<file path="src/adcc_pkg.sv">
// Package with register map, field positions, reset values and timing for the converter block
package adcc_pkg;
    // Register byte offsets on the APB bus
    localparam logic [7:0] CONTROL_OFFSET = 8'h00;
    localparam logic [7:0] RESULT_OFFSET = 8'h04;
    localparam logic [7:0] SLEEP_OFFSET = 8'h08;
    // Control register field positions
    localparam int ENABLE_BIT = 0;
    localparam int BUSY_BIT = 1;
    localparam int CHAN_LO_BIT = 2;
    localparam int CHAN_HI_BIT = 3;
    localparam int PIN0_SEL_BIT = 6;
    localparam int PIN1_SEL_BIT = 7;
    // Values after reset; the channel default is also loaded on sleep entry
    localparam logic [1:0] CHAN_DEFAULT = 2'h3;
    localparam logic [1:0] PINSEL_DEFAULT = 2'h3;
    // Mask of implemented control bits
    localparam logic [7:0] CONTROL_MASK = 8'hcf;
    // Conversion timing in instruction cycles and clocks per instruction cycle
    localparam int CONV_INSTR_CYCLES = 13;
    localparam int CLOCKS_PER_INSTR = 4;
    localparam int CONV_CLOCKS = CONV_INSTR_CYCLES * CLOCKS_PER_INSTR;
    localparam int SHIFT_COUNT = 9;
    // Clocks of sampling before the first shift, the rest paced evenly
    localparam int STEP_CLOCKS = CONV_CLOCKS / (SHIFT_COUNT + 1);
    localparam int SAMPLE_CLOCKS = CONV_CLOCKS - STEP_CLOCKS * SHIFT_COUNT;
    localparam logic [7:0] SAMPLE_COUNT = 8'(SAMPLE_CLOCKS - 1);
    localparam logic [7:0] STEP_COUNT = 8'(STEP_CLOCKS - 1);
    // Conversion state machine
    typedef enum logic [1:0] {
        ADCC_IDLE = 2'b00,
        ADCC_SAMPLE = 2'b01,
        ADCC_SHIFT = 2'b11
    } adcc_state_t;
endpackage

</file>
<file path="src/adcc_sar.sv">
// Successive-approximation sequencer with leading-one result register
`timescale 1ns/1ps
module adcc_sar import adcc_pkg::*; #(
    parameter int WIDTH = 8
) (
    input wire logic pclk,
    input wire logic presetn,
    input wire logic clk_en,
    input wire logic start,
    input wire logic abort,
    input wire logic comp_in,
    output logic busy,
    output logic done_pulse,
    output logic [WIDTH-1:0] result
);
    adcc_state_t state;
    logic [7:0] timer;
    logic [WIDTH:0] shreg;
    logic timer_zero;
    logic last_shift;
    wire [WIDTH:0] below_clear;
    wire [WIDTH:0] mark;
    wire [WIDTH:0] next_shreg;

    assign timer_zero = (timer == 8'h00);
    assign last_shift = shreg[0];
    assign busy = (state != ADCC_IDLE);

    // Marker is the lowest set bit: it takes the compare bit and moves down one place
    assign below_clear[0] = 1'b1;
    genvar g;
    for (g = 0; g <= WIDTH; g = g + 1) begin : g_bit
        assign mark[g] = shreg[g] && below_clear[g];
        if (g < WIDTH) begin : g_inner
            assign below_clear[g+1] = below_clear[g] && !shreg[g];
            assign next_shreg[g] = mark[g] ? comp_in : (mark[g+1] || shreg[g]);
        end else begin : g_top
            assign next_shreg[g] = mark[g] ? comp_in : shreg[g];
        end
    end

    // Sequencer: sample, clear, then shift the marker through nine times
    always_ff @(posedge pclk or negedge presetn) begin
        if (!presetn) begin
            state <= ADCC_IDLE;
            timer <= 8'h00;
            shreg <= '0;
            done_pulse <= 1'b0;
        end else if (clk_en) begin
            done_pulse <= 1'b0;
            if (abort) begin
                state <= ADCC_IDLE; // Partial result stays
            end else begin
                case (state)
                    ADCC_IDLE: begin
                        if (start) begin
                            state <= ADCC_SAMPLE;
                            timer <= SAMPLE_COUNT;
                        end
                    end
                    ADCC_SAMPLE: begin
                        if (timer_zero) begin
                            // Clear, marker parked just above the result's MSB
                            shreg <= {1'b1, {WIDTH{1'b0}}};
                            state <= ADCC_SHIFT;
                            timer <= STEP_COUNT;
                        end else begin
                            timer <= timer - 8'h01;
                        end
                    end
                    ADCC_SHIFT: begin
                        if (timer_zero) begin
                            // Stuff compare bit at the marker, marker moves right
                            shreg <= next_shreg;
                            timer <= STEP_COUNT;
                            if (last_shift) begin
                                state <= ADCC_IDLE; // Ninth shift ends it
                                done_pulse <= 1'b1;
                            end
                        end else begin
                            timer <= timer - 8'h01;
                        end
                    end
                    default: state <= ADCC_IDLE;
                endcase
            end
        end
    end

    assign result = shreg[WIDTH-1:0];
endmodule

</file>
<file path="src/adcc_top.sv">
// Converter control and result registers behind an APB slave
`timescale 1ns/1ps
module adcc_top import adcc_pkg::*; #(
    parameter int WIDTH = 8
) (
    input wire logic pclk,
    input wire logic presetn,
    input wire logic clk_en,
    input wire logic psel,
    input wire logic penable,
    input wire logic pwrite,
    input wire logic [7:0] paddr,
    input wire logic [31:0] pwdata,
    input wire logic [3:0] pstrb,
    output logic [31:0] prdata,
    output logic pready,
    output logic pslverr,
    input wire logic sleep_enter,
    input wire logic comp_in,
    output logic converter_power,
    output logic pin0_analog_select,
    output logic pin1_analog_select,
    output logic [1:0] channel_select,
    output logic reference_select,
    output logic sample_active,
    output logic conversion_done
);
    logic converter_enable;
    logic [1:0] chan;
    logic [1:0] pinsel;
    logic busy;
    logic done_pulse;
    logic [WIDTH-1:0] result;
    logic [31:0] next_prdata;

    // Bus decode
    wire access = psel && penable;
    wire wr = access && pwrite;
    wire hit_ctrl = (paddr == CONTROL_OFFSET);
    wire hit_res = (paddr == RESULT_OFFSET);
    wire hit_sleep = (paddr == SLEEP_OFFSET);
    wire mapped = hit_ctrl || hit_res || hit_sleep;
    wire wr_ctrl = wr && hit_ctrl && pstrb[0] && clk_en;
    wire wr_sleep = wr && hit_sleep && pstrb[0] && pwdata[0] && clk_en;
    wire sleep_now = sleep_enter || wr_sleep;
    // Start only when enabled and idle
    wire start = wr_ctrl && pwdata[BUSY_BIT] && !busy
                 && pwdata[ENABLE_BIT] && !sleep_now;
    // Abort by software clearing busy, disabling, or sleep
    wire abort = busy && (sleep_now
                 || (wr_ctrl && (!pwdata[BUSY_BIT] || !pwdata[ENABLE_BIT])));

    // Read view of the control register, unimplemented bits zero
    wire [7:0] ctrl_view = {pinsel[1], pinsel[0], 2'b00, chan, busy, converter_enable}
                           & CONTROL_MASK;

    assign pready = 1'b1;
    assign pslverr = access && !mapped;

    // Control fields: enable, channel, pin selects
    always_ff @(posedge pclk or negedge presetn) begin
        if (!presetn) begin
            converter_enable <= 1'b0;
            chan <= CHAN_DEFAULT;
            pinsel <= PINSEL_DEFAULT;
        end else if (clk_en) begin
            if (sleep_now) begin
                converter_enable <= 1'b0;
                chan <= CHAN_DEFAULT;
            end else if (wr_ctrl) begin
                converter_enable <= pwdata[ENABLE_BIT];
                chan <= pwdata[CHAN_HI_BIT:CHAN_LO_BIT];
                pinsel <= {pwdata[PIN1_SEL_BIT], pwdata[PIN0_SEL_BIT]};
            end
        end
    end

    // Read data mux, registered
    always_comb begin
        next_prdata = 32'h0000_0000;
        if (hit_ctrl) next_prdata = {24'h00_0000, ctrl_view};
        else if (hit_res) next_prdata = {{(32 - WIDTH){1'b0}}, result};
    end

    always_ff @(posedge pclk or negedge presetn) begin
        if (!presetn) prdata <= 32'h0000_0000;
        else if (clk_en && psel && !penable && !pwrite) prdata <= next_prdata;
    end

    // Sequencer; hardware clears busy at the ninth shift
    adcc_sar #(.WIDTH(WIDTH)) u_sar (
        .pclk(pclk),
        .presetn(presetn),
        .clk_en(clk_en),
        .start(start),
        .abort(abort),
        .comp_in(comp_in),
        .busy(busy),
        .done_pulse(done_pulse),
        .result(result)
    );

    // Pin and analog front-end controls; pins, channel and reference independent of enable
    assign pin0_analog_select = pinsel[0];
    assign pin1_analog_select = pinsel[1];
    assign channel_select = chan;
    assign reference_select = chan[1];
    assign converter_power = converter_enable;
    assign sample_active = busy;
    assign conversion_done = done_pulse;
endmodule

</file>
<file path="config.mk">
export PLATFORM = sky130hd
export DESIGN_NAME = adcc_top
export DESIGN_NICKNAME = d
export VERILOG_FILES = /design/src/adcc_pkg.sv /design/src/adcc_sar.sv /design/src/adcc_top.sv
export SDC_FILE = /design/constraint.sdc
export NUM_CORES = 1
export LEC_CHECK = 0
export ABC_AREA = 1
export BUFFER_PORTS_ARGS = -buffer_cell sky130_fd_sc_hd__buf_2
export CAP_MARGIN = 0
export CELL_PAD_IN_SITES_DETAIL_PLACEMENT = 1
export CELL_PAD_IN_SITES_GLOBAL_PLACEMENT = 1
export CORE_ASPECT_RATIO = 0.7
export CORE_MARGIN = 2
export CORE_UTILIZATION = 36
export DETAILED_ROUTE_END_ITERATION = 8
export PLACE_DENSITY_LB_ADDON = 0.05
export SLEW_MARGIN = 15
export SYNTH_ARGS = -nofsm -noshare
export SYNTH_HDL_FRONTEND = slang
export SYNTH_HIERARCHICAL = 1
export SYNTH_SLANG_ARGS = --single-unit
</file>
<file path="constraint.sdc">
create_clock -name pclk -period 3.6 [get_ports pclk]
set_clock_uncertainty 0.15 [all_clocks]
set_input_delay 0.18 -clock pclk [delete_from_list [all_inputs] [get_ports pclk]]
set_output_delay 0.18 -clock pclk [all_outputs]
set_load 0.005 [all_outputs]
</file>
==> results.txt, run 1 <==
The number of different library cells in the post-synthesis netlist is 31. For the finished layout, the period the worst path requires is 2.34 ns. The number of warnings printed during yosys synthesis is 6. The slowest stage of the critical path is the sky130_fd_sc_hd__dlygate4sd3_1 cell.

The cell type with the highest occurrence count on the critical path is sky130_fd_sc_hd__nand2_1. The cell at the root of the clock tree is sky130_fd_sc_hd__clkbuf_8. Of the synthesized area, sequential elements account for 0.366.

The critical path endpoint category is a register. After synthesis, the most frequently instantiated cells are 58 x sky130_fd_sc_hd__nand2_1, 41 x sky130_fd_sc_hd__nor2_1, 34 x sky130_fd_sc_hd__buf_4. The critical path in this run is classified as input pin to register.

The worst setup path is launched from an input pin. The global-route wire length before repair is 9.76 mm. The starting utilization of the core area is 0.368. Dividing total power by cell area gives a power density of ~520 mW/mm2. For this run, the number of standard cells in the final layout without fillers is 419. The number of hold violations in the final report is 0. The layout overhead on the synthesized area came out at 10.9%. The count of max-cap constraint violations is 0. Of all cell types, the one taking the most synthesized area is sky130_fd_sc_hd__dfrtp_1.

The area share of the largest cell type after synthesis came out at 0.320. The worst register-to-register path begins at u_sar/state[0]$_DFFE_PN0P_. The H-tree generated during clock tree synthesis spans 2 levels. TritonCTS built the clock tree.

The most used flip-flop cell after synthesis is sky130_fd_sc_hd__dfrtp_1. The number of hold buffers added after cts came out at 4. The critical path starts at pwdata[0]. The final cycle utilization of the critical path came out at 0.651. The clock latency of the later-clocked register in the worst-skew pair came out at 0.29 ns. The global route total overflow is 0.

The number of buffers created by CTS came out at 5. The number of routed nets with antenna violations came out at 0. The post-synthesis instance total came out at 301. The region available for standard cell placement spans 0.00616 mm2. The die is between 90 and 100 um wide.

The worst slew slack as a fraction of its limit is 0.473. The average wire length per cell after detail routing came out at 14.0 um. The number of design rule violations left after detail routing came out at 0.

The cell area after synthesis came out at 0.00227 mm2. In this run, post-CTS repair resized a total of 0 instances. Across the VDD grid, the largest voltage drop is 0.168 mV. By area the synthesized netlist is led by sky130_fd_sc_hd__dfrtp_1 32%, sky130_fd_sc_hd__buf_4 11%, sky130_fd_sc_hd__nand2_1 9.6%, sky130_fd_sc_hd__nor2_1 6.8%, sky130_fd_sc_hd__dfstp_2 4.6%. The count of vias placed by the detailed router is 1,965. Clock-pin slew was measured on the worst setup and hold paths at 0.07 ns.

The flow ran to the end, and the final reports show no timing, DRC or antenna violations. Derived from the worst setup path, the maximum achievable clock frequency is 0.427 GHz. The number of I/O pins came out at 94. The static leakage came out at 1.31 nW.

The worst hold path belongs to the class input pin to register. Once the clock tree was built, the setup fixing pass inserted 0 buffers. The number of antenna violations at the first check in global routing was 0. In this run the critical register-to-register path is captured at u_sar/shreg[6]$_DFFE_PN0P_. The detailed-routing iteration count for the pre-antenna-repair pass came out at 4. The number of max-slew violations in the final report came out at 0.

The number of vias per cell after detailed routing came out at 4.69. The overall die area came out at 0.00696 mm2. The worst setup slack for register-to-register paths is 1.40 ns. The number of nets in the finished design is 394. The placed wire-length estimate after detailed placement is 4.65 mm. Data on the critical path is required at its endpoint by 3.66 ns. The number of I/O port buffers came out at 39. The detailed router finished its first iteration with 46 violations. The post-route setup TNS is 0 ns. The critical path's largest stage delay came out at 0.52 ns. The clock sink count came out at 33. The number of global-route vias before repair was 1,920.

The number of cells after detailed placement is 407. The mean instance size in the synthesized netlist is 7.54 um2. The number of diodes came out at 0. In the synthesized netlist the async set-or-reset flop fraction comes to 1.00. In the post-synthesis netlist, the cell with the most instances is sky130_fd_sc_hd__nand2_1. For hold timing, the worst endpoint is channel_select[1]$_DFFE_PN1P_. For the pin with the worst max-slew slack, the measured transition is between 0.7 and 0.8 ns.

Across every metal layer, demand over resource in global routing totals 0.181. In this run, synthesis produced a sequential element count of 33. The maximum number of buffers from clock root to sink came out at 2. The overall routed net length is 5.88 mm. In this run the vertical extent of the chip is 70.4 um. At the end of routability-driven placement, the weighted congestion stood at 0.747.

Entering global routing, the biggest net connects 34 pins. Setup repair after global routing left no endpoint under its margin. The count of endpoints failing setup in the final report is 0.

The cell count of the worst reg-to-reg path is 12. The cell depth of the worst min-delay path came out at 3. The placement row count is 24.

The number of enable flip-flop cells after synthesis came out at 0. The worst endpoint data arrival time is 2.40 ns. In this run the most critical hold path is launched from clk_en.

The critical path goes through dlygate4sd3_1 -> buf_2 -> nand3_1 -> nor2_2 -> nand3_4 -> nand3_4 -> nand2_1 -> nor2_1 -> inv_1 -> nand2_1 -> inv_1 -> nand3_1 -> clkinv_1 -> nand4_1 -> nand2_1 -> nor2_1. The fraction of final layout cells with drive strength greater than 1 is 0.243. In this run the worst path has a maximum fanout of 5.
cells by family (layout without fill, tap and decap cells):
family / after synthesis / after routing / share of synthesized area
other: 2 / 25 / 0.00331
DFF: 33 / 33 / 0.366
buffers and inverters: 68 / 85 / 0.169
and+or+nand+nor: 160 / 160 / 0.358
xor gates and xnor gates: 3 / 3 / 0.0116
adders and majority gates: 2 / 2 / 0.0110
AOI/OAI and AO/OA: 33 / 33 / 0.0811
layout make-up:
class | count | area, um2
Clock inverter | 2 | 10.0
Inverter | 34 | 128
Clock buffer | 6 | 72.6
Fill cell | 801 | 3640
Sequential cell | 33 | 831
Timing Repair Buffer | 43 | 235
Multi-Input combinational cell | 223 | 1140
Tap cell | 78 | 97.6
per-stage QoR:
stage | worst slack [ns] | power, mW | instance area [um2] | hold slack [ns] | util
finish | 1.26 | 1.31 | 2510 | 0.0567 | 0.409
global route | 1.05 | 1.43 | 2510 | 0.0670 | 0.409
CTS | 1.26 | 1.33 | 2510 | 0.0542 | 0.409
detailed placement | 1.27 | 1.04 | 2390 | 0.163 | 0.389
global placement | 1.30 | 1.03 | 2390 | 0.160 | 0.389
floorplan | 1.75 | 0.928 | 2350 | -0.266 | -
report_power, final:
| group | switching, mW | total [mW] | internal [mW] |
|---|---|---|---|
| sequential | 0.0936 | 0.553 | 0.460 |
| combinational | 0.312 | 0.480 | 0.167 |
| clock | 0.143 | 0.277 | 0.134 |
| total | 0.549 | 1.31 | 0.761 |
worst max path at each step:
stage / slack (ns) / end / cells past startpoint
6_report: 1.26 / u_sar/shreg[6]$_DFFE_PN0P_ / 16
5_1_grt: 1.05 / u_sar/shreg[2]$_DFFE_PN0P_ / 16
4_1_cts: 1.26 / u_sar/shreg[6]$_DFFE_PN0P_ / 16
3_5_place_dp: 1.27 / u_sar/shreg[6]$_DFFE_PN0P_ / 16
3_3_place_gp: 1.30 / u_sar/shreg[5]$_DFFE_PN0P_ / 15
2_1_floorplan: 1.75 / u_sar/shreg[5]$_DFFE_PN0P_ / 14
critical path, delay by kind of cell:
family	cells	cell delay [ns]
AND/OR/NAND/NOR	11	1.20
buffers and inverters	5	0.99
state kept, by name (all words and copies together) (netlist names):
signal,count
u_sar/done_pulse,1
u_sar/state,2
pinsel,2
converter_power,1
prdata,8
u_sar/timer,8
channel_select,2
u_sar/shreg,9
layer usage:
| metal | wire (um) | global-route usage | vias to the layer above |
|---|---|---|---|
| li1 | - | - | 981 |
| met1 | 3170 | 0.284 | 933 |
| met2 | 2370 | 0.242 | 45 |
| met3 | 269 | 0.0450 | 6 |
| met4 | 59 | 0.0457 | 0 |
| met5 | 0 | 0 | - |
placed cells by master, fill, tap and decap left out, types with 3 or more instances in the layout:
master / instances
sky130_fd_sc_hd__nand3_1: 20
sky130_fd_sc_hd__nand2_1: 58
sky130_fd_sc_hd__inv_1: 28
sky130_fd_sc_hd__nor3_1: 3
sky130_fd_sc_hd__conb_1: 25
sky130_fd_sc_hd__dfrtp_1: 29
sky130_fd_sc_hd__nor2_1: 41
sky130_fd_sc_hd__clkbuf_8: 5
sky130_fd_sc_hd__o21ai_1: 5
sky130_fd_sc_hd__nor2_2: 10
sky130_fd_sc_hd__dlygate4sd3_1: 4
sky130_fd_sc_hd__nand3_4: 3
sky130_fd_sc_hd__nor2_4: 3
sky130_fd_sc_hd__a21oi_1: 15
sky130_fd_sc_hd__buf_2: 39
sky130_fd_sc_hd__nand4_1: 10
sky130_fd_sc_hd__nand2_2: 5
sky130_fd_sc_hd__o21ai_0: 8
sky130_fd_sc_hd__inv_2: 4
sky130_fd_sc_hd__dfstp_2: 4
(Power assumes the default switching activity.)
==> run 2, diff against run 1 <==
--- a/config.mk
+++ b/config.mk
@@ -12,7 +12,7 @@
 export CELL_PAD_IN_SITES_GLOBAL_PLACEMENT = 1
 export CORE_ASPECT_RATIO = 0.7
 export CORE_MARGIN = 2
-export CORE_UTILIZATION = 36
+export CORE_UTILIZATION = 30
 export DETAILED_ROUTE_END_ITERATION = 8
 export PLACE_DENSITY_LB_ADDON = 0.05
 export SLEW_MARGIN = 15
==> constraint.sdc (replaced) <==
create_clock -name pclk -period 2.1 [get_ports pclk]
set_clock_uncertainty 0.15 [all_clocks]
set_input_delay 0.105 -clock pclk [delete_from_list [all_inputs] [get_ports pclk]]
set_output_delay 0.105 -clock pclk [all_outputs]
set_load 0.005 [all_outputs]
==> run 2 against run 1 <==
Worst setup slack worse by 1.0 ns. Total power increased by 83%. Critical path depth decreased by 4. Die area up 19%. Final cell count up 8.4%. Hold slack lost 0.051 ns. Critical endpoint is now u_sar/timer[6]$_DFFE_PN0P_. Highest routed layer unchanged. Core utilization shrank 4.4 points.
==> results.txt, run 2 (synthesis gave the netlist of run 1 again) <==
The clock edge transition at the registers on the reported setup and hold paths is 0.07 ns (about the same). The flip-flop count of the largest register, all copies and words added was 9 (unchanged). The global route total overflow is 0 (unchanged). The layout overhead on the synthesized area came out at 17.8% (was 10.9%).

Outcome: complete, no violations (unchanged). The final core utilization came out at 0.365 (was 0.409). The number of buffers created by CTS was 5 (unchanged). The type of origin of the critical path is a register (was input pin). The core area is 0.00732 mm2 (was 0.00616 mm2).

The number of I/O port buffers was 39 (unchanged). The placement row count is 26 (was 24). The number of design rule violations left after detail routing is 0 (unchanged).

The routability congestion estimate came out at 0.767 (was 0.747). The number of vias per cell after detailed routing was 4.34 (was 4.69). The worst slack after detailed placement is 0.0575 ns (was 1.27 ns).

The post-route setup TNS came out at 0 ns (unchanged). The post-route non-filler standard cell count came out at 454 (was 419). The starting utilization of the core area is 0.310 (was 0.368). The average wire length per cell after detail routing is 13.2 um (was 14.0 um). The width of the chip came out at 108 um (was 98.9 um). Registers with the most flip-flops: u_sar/shreg: 9 flops, prdata: 8 flops, u_sar/timer: 8 flops (unchanged). The type of the tightest min-delay check is input pin to register (unchanged). The number of max-slew violations in the final report came out at 0 (unchanged). Most used cells in the layout excluding fill and tap cells: 58 x sky130_fd_sc_hd__nand2_1, 41 x sky130_fd_sc_hd__nor2_1, 39 x sky130_fd_sc_hd__buf_2, 29 x sky130_fd_sc_hd__dfrtp_1, 28 x sky130_fd_sc_hd__inv_1 (unchanged). The number of diodes came to 0 (unchanged). The fraction of final layout cells with drive strength greater than 1 came out at 0.278 (was 0.243).

The power per unit of standard cell area was 897 mW/mm2 (was 521 mW/mm2). The pin count of the biggest net entering global routing came to 34 (unchanged). The cell with the biggest individual delay on the critical path was sky130_fd_sc_hd__dfrtp_1 (was sky130_fd_sc_hd__dlygate4sd3_1). The number of routed nets with antenna violations is 0 (unchanged). The count of vias placed by the detailed router is 1,971 (was 1,965). The worst slew slack as a fraction of its limit is 0.452 (was 0.473). The number of fillers in the final layout came to 935 (was 801). Cell breakdown of the critical path: inv_2 -> nand2_1 -> nand2_1 -> nor2_1 -> inv_1 -> nand2_1 -> inv_1 -> nand2_2 -> nor2_1 -> inv_1 -> o21ai_1 -> a21oi_1 (was dlygate4sd3_1 -> buf_2 -> nand3_1 -> nor2_2 -> nand3_4 -> nand3_4 -> nand2_1 -> nor2_1 -> inv_1 -> nand2_1 -> inv_1 -> nand3_1 -> clkinv_1 -> nand4_1 -> nand2_1 -> nor2_1). The number of hold violations in the final report was 0 (unchanged). The worst-margin pin slew came out at 0.822 ns (was 0.791 ns).

The cell at the root of the clock tree is sky130_fd_sc_hd__clkbuf_8 (unchanged). The count of endpoints failing setup in the final report came to 0 (unchanged). The total cell area at the placement stage is 0.00253 mm2 (was 0.00239 mm2). The area of the multi-input gates is 0.00114 mm2 (unchanged). The final setup slack of the worst path came out at 0.255 ns (was 1.26 ns). The register area was 831 um2 (unchanged).

The placed wire-length estimate after detailed placement is 4.79 mm (was 4.65 mm). The maximum number of buffers from clock root to sink is 2 (unchanged). The number of antenna violations at the first check in global routing is 0 (unchanged). RSZ-0062 raised after global routing: false (unchanged). The number of buffers added for setup after CTS came out at 0 (unchanged). The number of I/O pins is 94 (unchanged). The worst endpoint required time came out at 2.12 ns (was 3.66 ns). The register name with the most flops is u_sar/shreg (unchanged). The clock latency of the later-clocked register in the worst-skew pair is 0.29 ns (about the same). The DRC marker count from the first detailed-route iteration is 56 (was 46). The clock sink count is 33 (unchanged). The most common cell after layout, fill and taps aside is sky130_fd_sc_hd__nand2_1 (unchanged). The number of cells after detailed placement came out at 442 (was 407). The overall die height is 76.8 um (was 70.4 um).

The maximum vdd ir drop is 0.260 mV (was 0.168 mV). Of the available clock period, the critical path in the final layout requires 0.879. The post-route minimum period came out at 1.85 ns. The global-route wire length before repair was 9.99 mm (was 9.76 mm).

The critical path endpoint category is a register (unchanged). The maximum frequency from static timing analysis is about 0.54 GHz. The number of nets in the finished design is 409 (was 394). The cell count of the worst reg-to-reg path came to 12 (unchanged). The overall routed net length came to 6.01 mm (was 5.88 mm). The number of global-route vias before repair came out at 1,914 (was 1,920). The overall die area was 0.00828 mm2 (was 0.00696 mm2). The static leakage came out at 1.39 nW (was 1.31 nW). The global routing usage summed across all routing layers is 0.156 (was 0.181). The clock tree from TritonCTS was yes (unchanged).

The count of max-cap constraint violations is 0 (unchanged). The critical path's largest stage delay is 0.39 ns (was 0.52 ns). The critical setup path kind is register to register (was input pin to register). The detailed-routing iteration count for the pre-antenna-repair pass was 4 (unchanged).

The post-layout instance area is 0.00267 mm2 (was 0.00251 mm2). The worst endpoint data arrival time is 1.87 ns (was 2.40 ns). The cell depth of the worst min-delay path came out at 3 (unchanged). The count of H-tree levels built during CTS came out at 2 (unchanged).

The largest fanout on the critical path is 5 (unchanged).
[run 2: cell type report]
| class | count | area share |
|---|---|---|
| Clock inverter | 1 | 0.00187 |
| Multi-Input combinational cell | 223 | 0.427 |
| Timing Repair Buffer | 58 | 0.130 |
| Inverter | 34 | 0.0478 |
| Sequential cell | 33 | 0.311 |
| Clock buffer | 7 | 0.0361 |
| Tap cell | 98 | 0.0459 |
[run 2: worst paths after layout]
check	start	end	slack, ns
worst min register to register	channel_select[0]$_DFFE_PN1P_	channel_select[0]$_DFFE_PN1P_	0.33
max in group asynchronous	presetn	converter_power$_DFFE_PN0P_	0.98
worst min-delay path	comp_in	u_sar/shreg[3]$_DFFE_PN0P_	0.005
worst max-delay path	u_sar/state[0]$_DFFE_PN0P_	u_sar/timer[6]$_DFFE_PN0P_	0.25
worst max register to register	u_sar/state[0]$_DFFE_PN0P_	u_sar/timer[6]$_DFFE_PN0P_	0.25
min in group asynchronous	presetn	u_sar/shreg[6]$_DFFE_PN0P_	0.30
[run 2: report_power, final]
group	leakage, nW	internal [mW]	switching, mW
sequential	0.403	0.788	0.133
clock	0.0542	0.297	0.255
combinational	0.938	0.355	0.569
[run 2: metal layers]
layer / wire [um] / global-route usage
met1: 3450 / 0.251
met2: 2270 / 0.208
met3: 246 / 0.0349
met4: 36 / 0.0308
met5: 0 / 0
[run 2: stage by stage]
stage | total power [mW] | hold WS (ns)
3_5_place_dp | 1.86 | 0.106
5_1_grt | 2.62 | 0.0132
6_report | 2.40 | 0.00535
2_1_floorplan | 1.59 | -0.341
4_1_cts | 2.43 | 0.00414
3_3_place_gp | 1.86 | 0.100
[run 2: repair_timing]
item | 4_1_cts | 5_1_grt
hold endpoints to repair | 32 | 0
hold buffers | 4 | 0
resized for setup | 0 | 0
[run 2: worst max-delay path, delay by kind of cell (launching register included)]
kind,cells,cell delay (ns)
compound gates,2,0.14
buf+inv,4,0.46
flops,1,0.39
simple gates,6,0.59
==> run 3, diff against run 2 <==
--- a/config.mk
+++ b/config.mk
@@ -12,7 +12,7 @@
 export CELL_PAD_IN_SITES_GLOBAL_PLACEMENT = 1
 export CORE_ASPECT_RATIO = 0.7
 export CORE_MARGIN = 2
-export CORE_UTILIZATION = 30
+export CORE_UTILIZATION = 36
 export DETAILED_ROUTE_END_ITERATION = 8
 export PLACE_DENSITY_LB_ADDON = 0.05
 export SLEW_MARGIN = 15
==> constraint.sdc (replaced) <==
create_clock -name pclk -period 2.3 [get_ports pclk]
set_clock_uncertainty 0.15 [all_clocks]
set_input_delay 0.115 -clock pclk [delete_from_list [all_inputs] [get_ports pclk]]
set_output_delay 0.115 -clock pclk [all_outputs]
set_load 0.005 [all_outputs]
==> run 3 against run 2 <==
Die area down 16%. Critical path depth is the same. Total power down 13%. Worst setup slack better by 0.0048 ns. Via count shrank 1.4%. Hold slack improved by 0.014 ns. Highest routed layer unchanged. Combinational power decreased by 18%. Non-clock buffer count fell by 9. Sequential share of layout area rose by 1.3 points. Critical path type unchanged.
==> results.txt, run 3 (synthesis gave the netlist of run 1 again) <==
Outcome: complete, no violations (unchanged). The core area is 0.00616 mm2 (was 0.00732 mm2). The number of I/O port buffers came to 39 (unchanged).

The power per unit of standard cell area came out at 814 mW/mm2 (was 897 mW/mm2). The cell depth of the worst min-delay path came out at 5 (was 3). The detailed-routing iteration count for the pre-antenna-repair pass was 4 (unchanged). The number of hold violations in the final report is 0 (unchanged). The static leakage was 1.34 nW (was 1.39 nW).

The DRC marker count from the first detailed-route iteration is 57 (was 56). The post-route setup TNS came to 0 ns (unchanged). The maximum vdd ir drop is 0.341 mV (was 0.260 mV). The clock edge transition at the registers on the reported setup and hold paths is 0.07 ns (about the same). The clock tree from TritonCTS was yes (unchanged).

The worst slew slack as a fraction of its limit came out at 0.476 (was 0.452). Cell breakdown of the critical path: inv_1 -> nand2_1 -> nand2_1 -> nor2_1 -> inv_1 -> nand2_1 -> inv_1 -> nand3_1 -> clkinv_1 -> nand2_1 -> o21ai_1 -> nor2_1 (was inv_2 -> nand2_1 -> nand2_1 -> nor2_1 -> inv_1 -> nand2_1 -> inv_1 -> nand2_2 -> nor2_1 -> inv_1 -> o21ai_1 -> a21oi_1). The width of the chip is 98.9 um (was 108 um). The switching portion of total power is 0.407 (was 0.399).

The placement row count is 24 (was 26). The cell at the root of the clock tree is sky130_fd_sc_hd__clkbuf_8 (unchanged). The cell count of the worst reg-to-reg path is 12 (unchanged). The number of design rule violations left after detail routing was 0 (unchanged). The global route total overflow was 0 (unchanged). The type of origin of the critical path is a register (unchanged).

The number of diodes is 0 (unchanged). The overall routed net length came out at 5.71 mm (was 6.01 mm). The layout overhead on the synthesized area came out at 13.1% (was 17.8%). The count of endpoints failing setup in the final report came out at 0 (unchanged). The maximum number of buffers from clock root to sink came to 2 (unchanged).

The net load switching power came out at 0.849 mW (was 0.956 mW). The clock share of power came out at 0.219 (was 0.230). The clock sink count came out at 33 (unchanged). The post-route minimum period came out at 2.04 ns (was 1.85 ns).

The placed wire-length estimate after detailed placement came to 4.53 mm (was 4.79 mm). The number of max-slew violations in the final report was 0 (unchanged). The number of routed nets with antenna violations is 0 (unchanged).

The global-route wire length before repair is 9.45 mm (was 9.99 mm). The overall die area was 0.00696 mm2 (was 0.00828 mm2). The combinational cell fraction of total power came out at 0.364 (was 0.386).

The most numerous cell type found on the critical path is sky130_fd_sc_hd__nand2_1. The count of max-cap constraint violations is 0 (unchanged). The clock latency of the later-clocked register in the worst-skew pair came out at 0.28 ns (was 0.29 ns). The sequential share of power came out at 0.417 (was 0.384). The count of vias placed by the detailed router came out at 1,944 (was 1,971). The number of buffers created by CTS is 5 (unchanged). The routability congestion estimate is 0.753 (was 0.767). The overall die height came out at 70.4 um (was 76.8 um). The internal portion of total power was 1.24 mW (was 1.44 mW).

The number of vias per cell after detailed routing came out at 4.58 (was 4.34). RSZ-0062 raised after global routing: false (unchanged). The critical path's largest stage delay is 0.46 ns (was 0.39 ns). The worst endpoint data arrival time is 2.10 ns (was 1.87 ns). The global routing usage summed across all routing layers is 0.172 (was 0.156). The cell with the biggest individual delay on the critical path is sky130_fd_sc_hd__dfrtp_1 (unchanged). The number of I/O pins is 94 (unchanged). The largest fanout on the critical path came out at 6 (was 5). The worst endpoint required time came out at 2.36 ns (was 2.12 ns). The number of nets in the finished design came to 400 (was 409). The count of H-tree levels built during CTS is 2 (unchanged). The starting utilization of the core area came out at 0.368 (was 0.310). The number of buffers added for setup after CTS came out at 0 (unchanged). The type of the tightest min-delay check was input pin to register (unchanged). The total power is 2.09 mW (was 2.40 mW).

The most common cell after layout, fill and taps aside is sky130_fd_sc_hd__nand2_1 (unchanged). The number of global-route vias before repair came out at 1,860 (was 1,914). The register name with the most flops is u_sar/shreg (unchanged). The worst-margin pin slew is 0.786 ns (was 0.822 ns).

The average wire length per cell after detail routing is 13.5 um (was 13.2 um). The final cycle utilization of the critical path came out at 0.887 (was 0.879). The critical path endpoint category is a register (unchanged). Registers with the most flip-flops: u_sar/shreg: 9 flops, prdata: 8 flops, u_sar/timer: 8 flops (unchanged). The maximum frequency from static timing analysis came out at 0.490 GHz (was 0.542 GHz).

The fraction of final layout cells with drive strength greater than 1 was 0.257 (was 0.278). The flip-flop count of the largest register, all copies and words added came out at 9 (unchanged). The number of antenna violations at the first check in global routing was 0 (unchanged). The critical setup path kind is register to register (unchanged). The pin count of the biggest net entering global routing is 34 (unchanged). Most used cells in the layout excluding fill and tap cells: 58 x sky130_fd_sc_hd__nand2_1, 41 x sky130_fd_sc_hd__nor2_1, 39 x sky130_fd_sc_hd__buf_2, 28 x sky130_fd_sc_hd__inv_1, 28 x sky130_fd_sc_hd__dfrtp_1 (was 58 x sky130_fd_sc_hd__nand2_1, 41 x sky130_fd_sc_hd__nor2_1, 39 x sky130_fd_sc_hd__buf_2, 29 x sky130_fd_sc_hd__dfrtp_1, 28 x sky130_fd_sc_hd__inv_1).
[run 3: per-stage QoR]
step	instances	utilization	setup WS (ns)	hold WS (ns)	instance area [um2]
floorplan	324	-	0.456	-0.331	2350
global placement	413	0.396	0.179	0.0951	2440
detailed placement	413	0.396	0.132	0.100	2440
CTS	424	0.416	0.177	0.00729	2560
global route	424	0.417	0.0261	0.0334	2560
finish	424	0.417	0.259	0.0192	2560
[run 3: power by group through the flow]
stage	combinational [mW]	clock (mW)	sequential, mW
after global routing	0.872	0.500	0.895
after CTS	0.766	0.470	0.869
after floorplan	0.610	0	0.843
final	0.759	0.458	0.870
after global placement	0.749	0	0.877
after detailed placement	0.753	0	0.880
[run 3: final timing paths]
kind / start / slack, ns / endpoint
max: u_sar/state[1]$_DFFE_PN0P_ / 0.26 / u_sar/shreg[2]$_DFFE_PN0P_
max reg2reg: u_sar/state[1]$_DFFE_PN0P_ / 0.26 / u_sar/shreg[2]$_DFFE_PN0P_
min in group asynchronous: presetn / 0.30 / converter_power$_DFFE_PN0P_
min reg2reg: pinsel[1]$_DFFE_PN1P_ / 0.34 / pinsel[1]$_DFFE_PN1P_
max in group asynchronous: presetn / 1.16 / u_sar/state[0]$_DFFE_PN0P_
min: pwdata[2] / 0.02 / channel_select[0]$_DFFE_PN1P_
[run 3: routing by layer]
layer / part of all wire / up-vias / routed length (um) / track usage
met1: 0.57 / 902 / 3260 / 0.281
met5: 0 / - / 0 / 0
met4: 0.0033 / 0 / 19 / 0.0320
met2: 0.38 / 43 / 2180 / 0.227
li1: - / 997 / - / -
met3: 0.043 / 2 / 245 / 0.0400
[run 3: layout make-up]
class | instances | area (um2)
clock buffers | 7 | 86.3
fillers | 798 | 3590
inverters | 34 | 128
multi-input cells | 223 | 1140
flip-flops and latches | 33 | 832
well taps | 78 | 97.6
repair buffers | 49 | 280
[run 3: worst max-delay path: cells and delay by family (launching register included)]
family,cells,cell delay [ns]
AOI/OAI and AO/OA,1,0.07
buffers and inverters,4,0.43
and+or+nand+nor,7,0.85
DFF,1,0.46
[run 3: what timing repair did]
| item | in CTS | in global routing |
|---|---|---|
| hold buffers | 4 | 0 |
| endpoints found under the setup margin | 0 | 3 |
| endpoints found under the hold margin | 32 | 0 |
| resized for setup | 0 | 1 |
